[src/i2c_ack_stop_pkg.sv]
// Package: register map, field layout, reset values, states and carriers
package i2c_ack_stop_pkg;
  // ==========================================================
  // Register byte offsets on APB
  localparam logic [7:0] OFF_CTRL_ONE = 8'h00; // Clock release, mode
  localparam logic [7:0] OFF_CTRL_TWO = 8'h04; // i2c_control_two
  localparam logic [7:0] OFF_STATUS   = 8'h08; // serial_status_register
  localparam logic [7:0] OFF_BUFFER   = 8'h0C; // serial_data_buffer
  localparam logic [7:0] OFF_RELOAD   = 8'h10; // Baud reload count
  localparam logic [7:0] OFF_INT_STAT = 8'h14; // Sticky events, read only
  localparam logic [7:0] OFF_INT_CLR  = 8'h18; // Write one to clear
  localparam logic [7:0] OFF_INT_EN   = 8'h1C; // Event enables
  // ==========================================================
  // Field positions
  localparam int CT1_CLOCK_RELEASE = 0;
  localparam int CT1_MASTER        = 1;
  localparam int CT2_START_STRETCH = 0; // start_or_stretch_enable
  localparam int CT2_RESTART       = 1; // restart_seq_enable
  localparam int CT2_STOP          = 2; // stop_seq_enable
  localparam int CT2_RECEIVE       = 3; // receive_enable
  localparam int CT2_ACK_SEQ       = 4; // ack_seq_enable
  localparam int CT2_ACK_DATA      = 5; // ack_data_value
  localparam int CT2_ACKST         = 6; // ack_received_status
  localparam int CT2_GEN_CALL      = 7; // general_call_enable
  localparam int ST_STOP   = 0;
  localparam int ST_START  = 1;
  localparam int ST_BUSY   = 2;
  localparam int INT_PORT  = 0; // port_interrupt_flag
  localparam int INT_COLLIDE = 1; // write_collision_flag
  localparam int INT_GCALL = 2; // General call seen
  // ==========================================================
  // Reset values and counts
  localparam logic [7:0] RST_CTRL_TWO  = 8'h00;
  localparam logic [7:0] RST_RELOAD    = 8'h04;
  localparam logic       RST_CLK_REL   = 1'b1;
  localparam logic [7:0] GEN_CALL_ADDR = 8'h00;
  localparam logic [3:0] BITS_PER_ACK  = 4'h9; // Eight data plus ack
  // ==========================================================
  // Port sequencer states
  typedef enum logic [8:0] {
    S_IDLE    = 9'h001,
    S_ACK_LOW = 9'h002,
    S_ACK_REL = 9'h004,
    S_ACK_HI  = 9'h008,
    S_STP_SDA = 9'h010,
    S_STP_CNT = 9'h020,
    S_STP_SCL = 9'h040,
    S_STP_WP  = 9'h080,
    S_STP_END = 9'h100
  } port_state_e;
  // ==========================================================
  // Carriers
  typedef struct packed {
    logic        psel;
    logic        penable;
    logic        pwrite;
    logic [7:0]  paddr;
    logic [31:0] pwdata;
  } apb_req_s;
  typedef struct packed {
    logic [31:0] prdata;
    logic        pready;
    logic        pslverr;
  } apb_rsp_s;
  typedef struct packed {
    logic scl;
    logic sda;
  } pin_in_s;
  typedef struct packed {
    logic sclOut;
    logic sclOe;
    logic sdaOut;
    logic sdaOe;
  } pin_out_s;
  // Whole state of the port
  typedef struct packed {
    port_state_e state;
    logic [7:0]  brg;
    logic [7:0]  reload;
    logic        clkRel;
    logic        master;
    logic [7:0]  ctrl2;
    logic        stopDet;
    logic        startDet;
    logic [7:0]  buffer;
    logic [7:0]  shift;
    logic [3:0]  bits;
    logic [2:0]  intStat;
    logic [2:0]  intEn;
    logic        cpHold;
    logic        mHold;
    logic        sdaDrv;
    logic        sclOe;
    logic        sdaOe;
    logic [31:0] rdata;
    logic        slvErr;
    logic        sclMeta;
    logic        sclSync;
    logic        sclPrev;
    logic        sdaMeta;
    logic        sdaSync;
    logic        sdaPrev;
  } port_state_s;
endpackage

[src/i2c_ack_stop_clock_sync.sv]
// Two-wire port: clock holding, acknowledge and stop sequences, APB registers
//
// Operation
// - Cleared release waits for SCL low, holds it
// - Clearing release never drives SCL by itself
// - Hold until release set; wire rises later
// - Ack start pulls SCL low, drives ack data
// - Ack data zero acks, one not-acks
// - Ack: period, release SCL, high, period, low
// - Ack end clears enable, stops baud, idles
// - Buffer write during ack sets collision flag
// - Master holds SCL after ninth falling edge
// - Stop: SDA low, period, SCL high, period, SDA up
// - SDA high with SCL high sets stop seen
// - Period after stop: clear enable, interrupt
// - Buffer write during stop sets collision flag
// - Ack status one means no ack received
// - Master receive enable selects receive mode
// - Slave stretch bit enables stretching after ack
// - Busy port blocks enables but general call, and buffer writes
`timescale 1ns/1ns
`default_nettype none
module i2c_ack_stop_clock_sync
  import i2c_ack_stop_pkg::*;
(
  input  wire  logic     clk_sys,
  input  wire  logic     rst,
  input  wire  apb_req_s apbReq,
  output var   apb_rsp_s apbRsp,
  input  wire  pin_in_s  pinIn,
  output var   pin_out_s pinOut,
  output logic           receiveMode,
  output logic           irq
);
  // ==========================================================
  // State and decode
  port_state_s st;          // Registered state
  port_state_s next_st;     // Next state
  logic        setup;       // APB setup cycle
  logic        access;      // APB access, always ready
  logic        wr;          // Write taking effect
  logic        busy;        // A sequence is running
  logic        bufWr;       // Buffer write taking effect
  logic        sclRise;     // Synced SCL edges
  logic        sclFall;
  logic        sdaRise;     // Synced SDA edges
  logic        sdaFall;
  logic        brgDone;     // Baud period elapsed
  logic [7:0]  wByte;       // Low write byte

  assign setup   = apbReq.psel && !apbReq.penable;
  assign access  = apbReq.psel && apbReq.penable;
  assign wr      = access && apbReq.pwrite;
  assign busy    = st.state != S_IDLE;
  assign bufWr   = wr && apbReq.paddr == OFF_BUFFER;
  assign sclRise = st.sclSync && !st.sclPrev;
  assign sclFall = !st.sclSync && st.sclPrev;
  assign sdaRise = st.sdaSync && !st.sdaPrev;
  assign sdaFall = !st.sdaSync && st.sdaPrev;
  assign brgDone = st.brg == 8'h00;
  assign wByte   = apbReq.pwdata[7:0];

  // Registered outputs except pready, which follows access, and irq and receiveMode, gated from registers; pins are open drain so data is always low
  assign apbRsp.prdata  = st.rdata;
  assign apbRsp.pready  = access;
  assign apbRsp.pslverr = st.slvErr;
  assign pinOut.sclOut  = 1'b0;
  assign pinOut.sdaOut  = 1'b0;
  assign pinOut.sclOe   = st.sclOe;
  assign pinOut.sdaOe   = st.sdaOe;
  assign receiveMode    = st.master && st.ctrl2[CT2_RECEIVE];
  assign irq            = |(st.intStat & st.intEn);

  // ==========================================================
  // Next state
  always_comb
  begin
    next_st = st;
    // Two-flop synchronisers plus an edge flop; the second and third flops feed logic
    next_st.sclMeta = pinIn.scl;
    next_st.sclSync = st.sclMeta;
    next_st.sclPrev = st.sclSync;
    next_st.sdaMeta = pinIn.sda;
    next_st.sdaSync = st.sdaMeta;
    next_st.sdaPrev = st.sdaSync;
    next_st.slvErr  = 1'b0;

    // Read data captured in setup so prdata is a flop
    if (setup && !apbReq.pwrite)
    begin
      next_st.rdata = 32'h0000_0000;
      case (apbReq.paddr)
        OFF_CTRL_ONE: next_st.rdata[1:0] = {st.master, st.clkRel};
        OFF_CTRL_TWO: next_st.rdata[7:0] = st.ctrl2;
        OFF_STATUS:   next_st.rdata[2:0] = {busy, st.startDet, st.stopDet};
        OFF_BUFFER:   next_st.rdata[7:0] = st.buffer;
        OFF_RELOAD:   next_st.rdata[7:0] = st.reload;
        OFF_INT_STAT: next_st.rdata[2:0] = st.intStat;
        OFF_INT_EN:   next_st.rdata[2:0] = st.intEn;
        OFF_INT_CLR:  next_st.rdata      = 32'h0000_0000; // Write only
        default:      next_st.slvErr     = 1'b1;          // Unmapped
      endcase
    end
    else if (setup)
    begin
      // Unmapped write answers with an error
      case (apbReq.paddr)
        OFF_CTRL_ONE, OFF_CTRL_TWO, OFF_STATUS, OFF_BUFFER,
        OFF_RELOAD, OFF_INT_STAT, OFF_INT_CLR, OFF_INT_EN:
          next_st.slvErr = 1'b0;
        default:
          next_st.slvErr = 1'b1;
      endcase
    end

    // Register writes; clears come first so hardware sets win
    if (wr)
    begin
      case (apbReq.paddr)
        OFF_CTRL_ONE:
        begin
          next_st.clkRel = wByte[CT1_CLOCK_RELEASE];
          next_st.master = wByte[CT1_MASTER];
        end
        OFF_CTRL_TWO:
        begin
          next_st.ctrl2[CT2_GEN_CALL] = wByte[CT2_GEN_CALL];
          next_st.ctrl2[CT2_ACK_DATA] = wByte[CT2_ACK_DATA];
          // Enables but general call only move while idle, nothing is queued
          if (!busy)
          begin
            next_st.ctrl2[CT2_ACK_SEQ] = wByte[CT2_ACK_SEQ] && st.master;
            next_st.ctrl2[CT2_RECEIVE] = wByte[CT2_RECEIVE] && st.master;
            next_st.ctrl2[CT2_STOP]    = wByte[CT2_STOP] && st.master;
            next_st.ctrl2[CT2_RESTART] = wByte[CT2_RESTART] && st.master;
            next_st.ctrl2[CT2_START_STRETCH] = wByte[CT2_START_STRETCH];
          end
        end
        OFF_BUFFER:
        begin
          if (busy)
            next_st.intStat[INT_COLLIDE] = 1'b1;
          else
            next_st.buffer = wByte;
        end
        OFF_RELOAD:  next_st.reload = wByte;
        OFF_INT_CLR: next_st.intStat = st.intStat & ~wByte[2:0];
        OFF_INT_EN:  next_st.intEn = wByte[2:0];
        default:     next_st.reload = st.reload;
      endcase
    end

    // Bus conditions; either one clears the other
    if (sdaFall && st.sclSync)
    begin
      next_st.startDet = 1'b1;
      next_st.stopDet  = 1'b0;
      next_st.bits     = 4'h0;
    end
    else if (sdaRise && st.sclSync)
    begin
      next_st.stopDet  = 1'b1;
      next_st.startDet = 1'b0;
    end
    else if (sclRise)
    begin
      // Bit counter and shift register on rising SCL
      next_st.bits  = st.bits + 4'h1;
      next_st.shift = {st.shift[6:0], st.sdaSync};
      if (st.bits == 4'h7 && !st.master && st.ctrl2[CT2_GEN_CALL]
          && {st.shift[6:0], st.sdaSync} == GEN_CALL_ADDR)
        next_st.intStat[INT_GCALL] = 1'b1;
    end
    else if (sclFall && st.bits == BITS_PER_ACK)
    begin
      next_st.bits = 4'h0;
      if (st.master)
        next_st.mHold = 1'b1;
      else if (st.ctrl2[CT2_START_STRETCH])
        next_st.clkRel = 1'b0;
    end

    // Ack status taken on the ninth rising edge as master
    if (!(sdaFall && st.sclSync) && !(sdaRise && st.sclSync) && sclRise
        && st.bits == BITS_PER_ACK - 4'h1 && st.master)
      next_st.ctrl2[CT2_ACKST] = st.sdaSync;

    // Software hold joins only once SCL is already low
    if (next_st.clkRel)
      next_st.cpHold = 1'b0;
    else
      next_st.cpHold = st.cpHold || !st.sclSync;

    // Baud generator counts only while a sequence runs
    if (busy && !brgDone)
      next_st.brg = st.brg - 8'h01;

    // Acknowledge and stop sequencer
    case (st.state)
      S_IDLE:
      begin
        next_st.brg = st.reload;
        if (st.ctrl2[CT2_ACK_SEQ])
        begin
          next_st.mHold  = 1'b1;
          next_st.sdaDrv = !st.ctrl2[CT2_ACK_DATA];
          next_st.state  = S_ACK_LOW;
        end
        else if (st.ctrl2[CT2_STOP])
        begin
          next_st.sdaDrv = 1'b1;
          next_st.state  = S_STP_SDA;
        end
      end
      S_ACK_LOW:
      begin
        if (brgDone)
        begin
          next_st.mHold = 1'b0;
          next_st.state = S_ACK_REL;
        end
      end
      S_ACK_REL:
      begin
        // Wait out any other master still holding SCL
        next_st.brg = st.reload;
        if (st.sclSync)
          next_st.state = S_ACK_HI;
      end
      S_ACK_HI:
      begin
        if (brgDone)
        begin
          next_st.mHold            = 1'b1;
          next_st.sdaDrv           = 1'b0;
          next_st.ctrl2[CT2_ACK_SEQ] = 1'b0;
          next_st.state            = S_IDLE;
        end
      end
      S_STP_SDA:
      begin
        next_st.brg = st.reload;
        if (!st.sdaSync)
          next_st.state = S_STP_CNT;
      end
      S_STP_CNT:
      begin
        if (brgDone)
        begin
          next_st.mHold = 1'b0;
          next_st.brg   = st.reload;
          next_st.state = S_STP_SCL;
        end
      end
      S_STP_SCL:
      begin
        if (brgDone)
        begin
          next_st.sdaDrv = 1'b0;
          next_st.state  = S_STP_WP;
        end
      end
      S_STP_WP:
      begin
        next_st.brg = st.reload;
        if (st.sdaSync && st.sclSync)
        begin
          next_st.stopDet = 1'b1;
          next_st.state   = S_STP_END;
        end
      end
      S_STP_END:
      begin
        if (brgDone)
        begin
          next_st.ctrl2[CT2_STOP]   = 1'b0;
          next_st.intStat[INT_PORT] = 1'b1;
          next_st.state            = S_IDLE;
        end
      end
      default:
        next_st.state = S_IDLE;
    endcase

    // Pin enables registered from the next hold state
    next_st.sclOe = next_st.cpHold || next_st.mHold;
    next_st.sdaOe = next_st.sdaDrv;
  end

  // ==========================================================
  // State register
  always_ff @(posedge clk_sys)
  begin
    if (rst)
    begin
      st        <= '0;
      st.state  <= S_IDLE;
      st.reload <= RST_RELOAD;
      st.clkRel <= RST_CLK_REL;
      st.ctrl2  <= RST_CTRL_TWO;
      st.sclMeta <= 1'b1;
      st.sclSync <= 1'b1;
      st.sclPrev <= 1'b1;
      st.sdaMeta <= 1'b1;
      st.sdaSync <= 1'b1;
      st.sdaPrev <= 1'b1;
    end
    else
      st <= next_st;
  end

  // ==========================================================
  // Assertions
  property p_holdAfterLow;
    @(posedge clk_sys) disable iff (rst)
    $rose(st.cpHold) |-> !$past(st.sclSync);
  endproperty
  a_holdAfterLow: assert property (p_holdAfterLow)
    else $error("software hold began while SCL high");

  property p_holdDrives;
    @(posedge clk_sys) disable iff (rst)
    st.cpHold |-> st.sclOe && !st.clkRel;
  endproperty
  a_holdDrives: assert property (p_holdDrives)
    else $error("held SCL not driven or release set");

  property p_ackDrive;
    @(posedge clk_sys) disable iff (rst)
    st.state == S_ACK_LOW |-> st.sclOe && st.sdaOe == !st.ctrl2[CT2_ACK_DATA];
  endproperty
  a_ackDrive: assert property (p_ackDrive)
    else $error("ack phase pins wrong");

  property p_ackEnd;
    @(posedge clk_sys) disable iff (rst)
    $fell(st.ctrl2[CT2_ACK_SEQ]) |-> st.state == S_IDLE && $past(st.state) == S_ACK_HI;
  endproperty
  a_ackEnd: assert property (p_ackEnd)
    else $error("ack enable cleared out of sequence");

  property p_write_collision_flag;
    @(posedge clk_sys) disable iff (rst)
    busy && bufWr |=> st.intStat[INT_COLLIDE] && st.buffer == $past(st.buffer);
  endproperty
  a_write_collision_flag: assert property (p_write_collision_flag)
    else $error("busy buffer write not refused");

  property p_stopSda;
    @(posedge clk_sys) disable iff (rst)
    st.state == S_STP_SDA |-> st.sdaOe ##0 (st.state == S_STP_SDA)[*1];
  endproperty
  a_stopSda: assert property (p_stopSda)
    else $error("stop did not drive SDA low");

  property p_stopSeen;
    @(posedge clk_sys) disable iff (rst)
    st.state == S_STP_WP && st.sclSync && st.sdaSync |=> st.stopDet ##1 st.stopDet;
  endproperty
  a_stopSeen: assert property (p_stopSeen)
    else $error("stop not flagged");

  property p_stopIrq;
    @(posedge clk_sys) disable iff (rst)
    $fell(st.ctrl2[CT2_STOP]) |-> st.intStat[INT_PORT] && $past(brgDone);
  endproperty
  a_stopIrq: assert property (p_stopIrq)
    else $error("stop end without interrupt flag");

  property p_noSetBusy;
    @(posedge clk_sys) disable iff (rst)
    busy |=> !$rose(st.ctrl2[CT2_RECEIVE]) && !$rose(st.ctrl2[CT2_START_STRETCH]);
  endproperty
  a_noSetBusy: assert property (p_noSetBusy)
    else $error("enable set while busy");

  property p_brgCount;
    @(posedge clk_sys) disable iff (rst)
    st.state == S_ACK_LOW && !brgDone |=> st.brg == $past(st.brg) - 8'h01;
  endproperty
  a_brgCount: assert property (p_brgCount)
    else $error("baud generator not counting");
endmodule
`default_nettype wire

[config.mk]
export PLATFORM = sky130hd
export DESIGN_NAME = i2c_ack_stop_clock_sync
export DESIGN_NICKNAME = d
export VERILOG_FILES = /design/src/i2c_ack_stop_pkg.sv /design/src/i2c_ack_stop_clock_sync.sv
export SDC_FILE = /design/constraint.sdc
export NUM_CORES = 1
export LEC_CHECK = 0
export BUFFER_PORTS_ARGS = -buffer_cell sky130_fd_sc_hd__buf_4
export CORE_MARGIN = 2
export CORE_UTILIZATION = 45
export DETAILED_ROUTE_END_ITERATION = 10
export PLACE_DENSITY = 0.73
export SLEW_MARGIN = 20
export SYNTH_ARGS = -nofsm -noshare
export SYNTH_HDL_FRONTEND = slang
export SYNTH_SLANG_ARGS = --single-unit
[constraint.sdc]
create_clock -name clk_sys -period 3.1 [get_ports clk_sys]
set_clock_uncertainty 0.15 [all_clocks]
set_input_delay 0.93 -clock clk_sys [delete_from_list [all_inputs] [get_ports clk_sys]]
set_output_delay 0.93 -clock clk_sys [all_outputs]
set_load 0.01 [all_outputs]
==> impl_metrics.ini <==
[status]
status = complete, no violations

[routing]
vias_per_cell = 5.53
routed-via-count = 3627
first_pass_iters = 5
met2_length_mm = 4.77
wl_mm = 10.1
wire_per_inst_um = 15.5
wl_met1_mm = 4.61
drt_iter0_drc = 240
drc_errors = 0
wl_met3_um = 574
routed.top_layer = met4
ant_nets = 0

[hold_path]
hold_path_class = register to register
holdPathEnd = next_st[3]
worstHoldStart = next_st[4]
whs_path_depth = 1

[logic_synthesis]
ys_seq_elements = 81
synth_top_cell_area_share_pct = 37.9
synthArstFlopShare_pct = 0
ys_types = 56
avgSynthCellArea_sq_um = 8.40
yosys_warnings = 0
synth-edff-count = 0
ys.flop_type = dfxtp_1
yosysTopAreaCell = dfxtp_1
syn-instance-count = 509
synthTopCellsByArea = dfxtp_1 (38%), buf_4 (6.7%), mux2i_1 (6.3%)
syn-cell-area_sq_um = 4280
synth-seq-area-share_pct = 37.9

[floorplan]
core_sq_um = 9240
die_area_sq_um = 10300
die_height_um = 101
rows = 35
io-pin-count = 87
start_util_pct = 46.3
fp.dieW_um = 101

[power_and_ir_drop]
p_leak_nw = 1.84
power_density_nw_per_um2 = 456
swShare_pct = 24.2
switchingPower_mw = 0.517
ir_worst_vdd_v = 0.000338
clock_power_share_pct = 41.6
seqPwrFrac_pct = 49.7
combPwrFrac_pct = 8.7
p_int_mw = 1.62
total_power_mw = 2.14

[run]
cap_violations = 0

[clock_tree]
htreeDepth = 3
root_buffer = clkbuf_8
insertion_delay_ns = 0.35
cts-resized-gates = 0
post_cts_buffers = 0
clk_pin_slew_ns = 0.08
clk_path_buf_depth = 2
cts_hold_buf = 0
cts_tree = built
cts.sinks = 81
cts_buffers = 9

[setup_path]
endpoint_kind = register
reg2reg_slack_ns = 0.56
arrival_ns = 2.67
critical_path_class = register to register
r2r-end = st[105]
cp-start-kind = register
slowest_stage = or4_4
required_ns = 3.23
slowest_delay_ns = 0.57
rr_worst_depth = 5
r2r_start = st[93]
cp_max_fo = 8
crit_path_start = st[93]
worstPathCellList = or4_4, or3_1, o21a_4, or4_1, a21oi_1

[global_routing]
grt_pass1_vias = 3406
overflow = 0
grt_max_degree = 45
grt_use_total_pct = 20.5
antenna_found_initial = 0
grt_pass1_wl_mm = 16.7

[cells_and_area]
drive_above_1_share_pct = 14.6
syn_to_final_growth_pct = 9.75
insertedDiodeCount = 0
final_nets = 573
final_cell_mix = dfxtp_1 (81), nand2_1 (44), buf_4 (43)
fillers = 878
layout_commonest_cell = dfxtp_1

[sta]
rsz0062_at_grt = false
relSlewSlack_pct = 52.2
whs_ns = 0.264
period_minus_slack_ns = 2.54
fmax_mhz = 394
tightest_slew_ns = 0.714
setup_viol = 0
min_period_over_period_pct = 81.9
timing_hold_violations_final = 0
tns_ns = 0
slew_violations = 0

[placed_design]
io_buffers = 36
globalplace.congestion = 0.921
dp_hpwl_mm = 7.44
Yosys cell counts, types with 5 or more instances:
master,number
o21ai_0,30
nand4_1,8
nand2b_1,7
o211ai_1,5
mux2i_1,27
a21oi_1,36
nor2_1,39
nand2_1,44
a22oi_1,11
dfxtp_1,81
a211oi_1,8
or4_1,5
buf_4,38
inv_1,15
nor4_1,5
clkbuf_1,25
or2_2,6
nand3_1,24
or3_1,6
nor2b_1,6
nor3_1,16
xor2_1,8
critical path, delay by kind of cell, from the launching register on:
kind / cells / cell delay, ns
compound gates: 2 / 0.36
simple gates: 3 / 1.60
flops: 1 / 0.37
metrics by stage:
stage          std cells  setup slack [ns]  area (sq um)  util (%)
2_1_floorplan        534             0.289          4370         -
3_3_place_gp         640             0.296          4450      48.2
3_5_place_dp         640             0.277          4450      48.2
4_1_cts              656             0.591          4690      50.8
5_1_grt              656             0.420          4690      50.8
6_report             656             0.562          4690      50.8
flip-flops by register name (all words and copies together) (netlist names):
register  flops
st           66
next_st       4
pinOut        2
apbRsp        9
metal layers:
layer | vias to the layer above | global-route usage (%)
met2 | 116 | 33.2
li1 | 1778 | -
met4 | 0 | 4.89
met3 | 11 | 5.18
met1 | 1722 | 27.7
met5 | - | 0
final cells by class:
| cell class | instances | area [sq um] | area share, % |
|---|---|---|---|
| clock buffers | 11 | 151 | 3.23 |
| multi-input cells | 372 | 2290 | 48.9 |
| inverters | 15 | 56.3 | 1.20 |
| well taps | 129 | 161 | 3.44 |
| clock inverters | 5 | 86.3 | 1.84 |
| flip-flops and latches | 81 | 1620 | 34.6 |
| repair buffers | 43 | 323 | 6.88 |
how the worst max path moves through the flow:
| stage | to | depth (start not counted) |
|---|---|---|
| 2_1_floorplan | st[44] | 6 |
| 3_3_place_gp | st[46] | 6 |
| 3_5_place_dp | st[89] | 7 |
| 4_1_cts | st[105] | 5 |
| 5_1_grt | st[90] | 5 |
| 6_report | st[105] | 5 |
cell families (layout without fill, tap and decap cells):
| kind of cell | after synthesis | in the layout | synth area share (%) |
|---|---|---|---|
| buffers and inverters | 81 | 74 | 10.7 |
| xor gates and xnor gates | 11 | 11 | 2.25 |
| other | 1 | 26 | 0.0877 |
| DFF | 81 | 81 | 37.9 |
| and+or+nand+nor | 193 | 193 | 24.2 |
| adders and majority gates | 4 | 4 | 1.17 |
| muxes | 31 | 31 | 8.16 |
| AOI/OAI and AO/OA | 107 | 107 | 15.5 |
power groups by stage:
| stage | clock, mW | combinational (mW) | sequential (mW) |
|---|---|---|---|
| CTS | 0.907 | 0.184 | 1.06 |
| detailed placement | 0 | 0.183 | 1.09 |
| floorplan | 0 | 0.155 | 1.08 |
| finish | 0.889 | 0.186 | 1.06 |
| global placement | 0 | 0.180 | 1.09 |
| global route | 0.951 | 0.207 | 1.06 |
No activity file was read; power rests on OpenSTA's default activity.
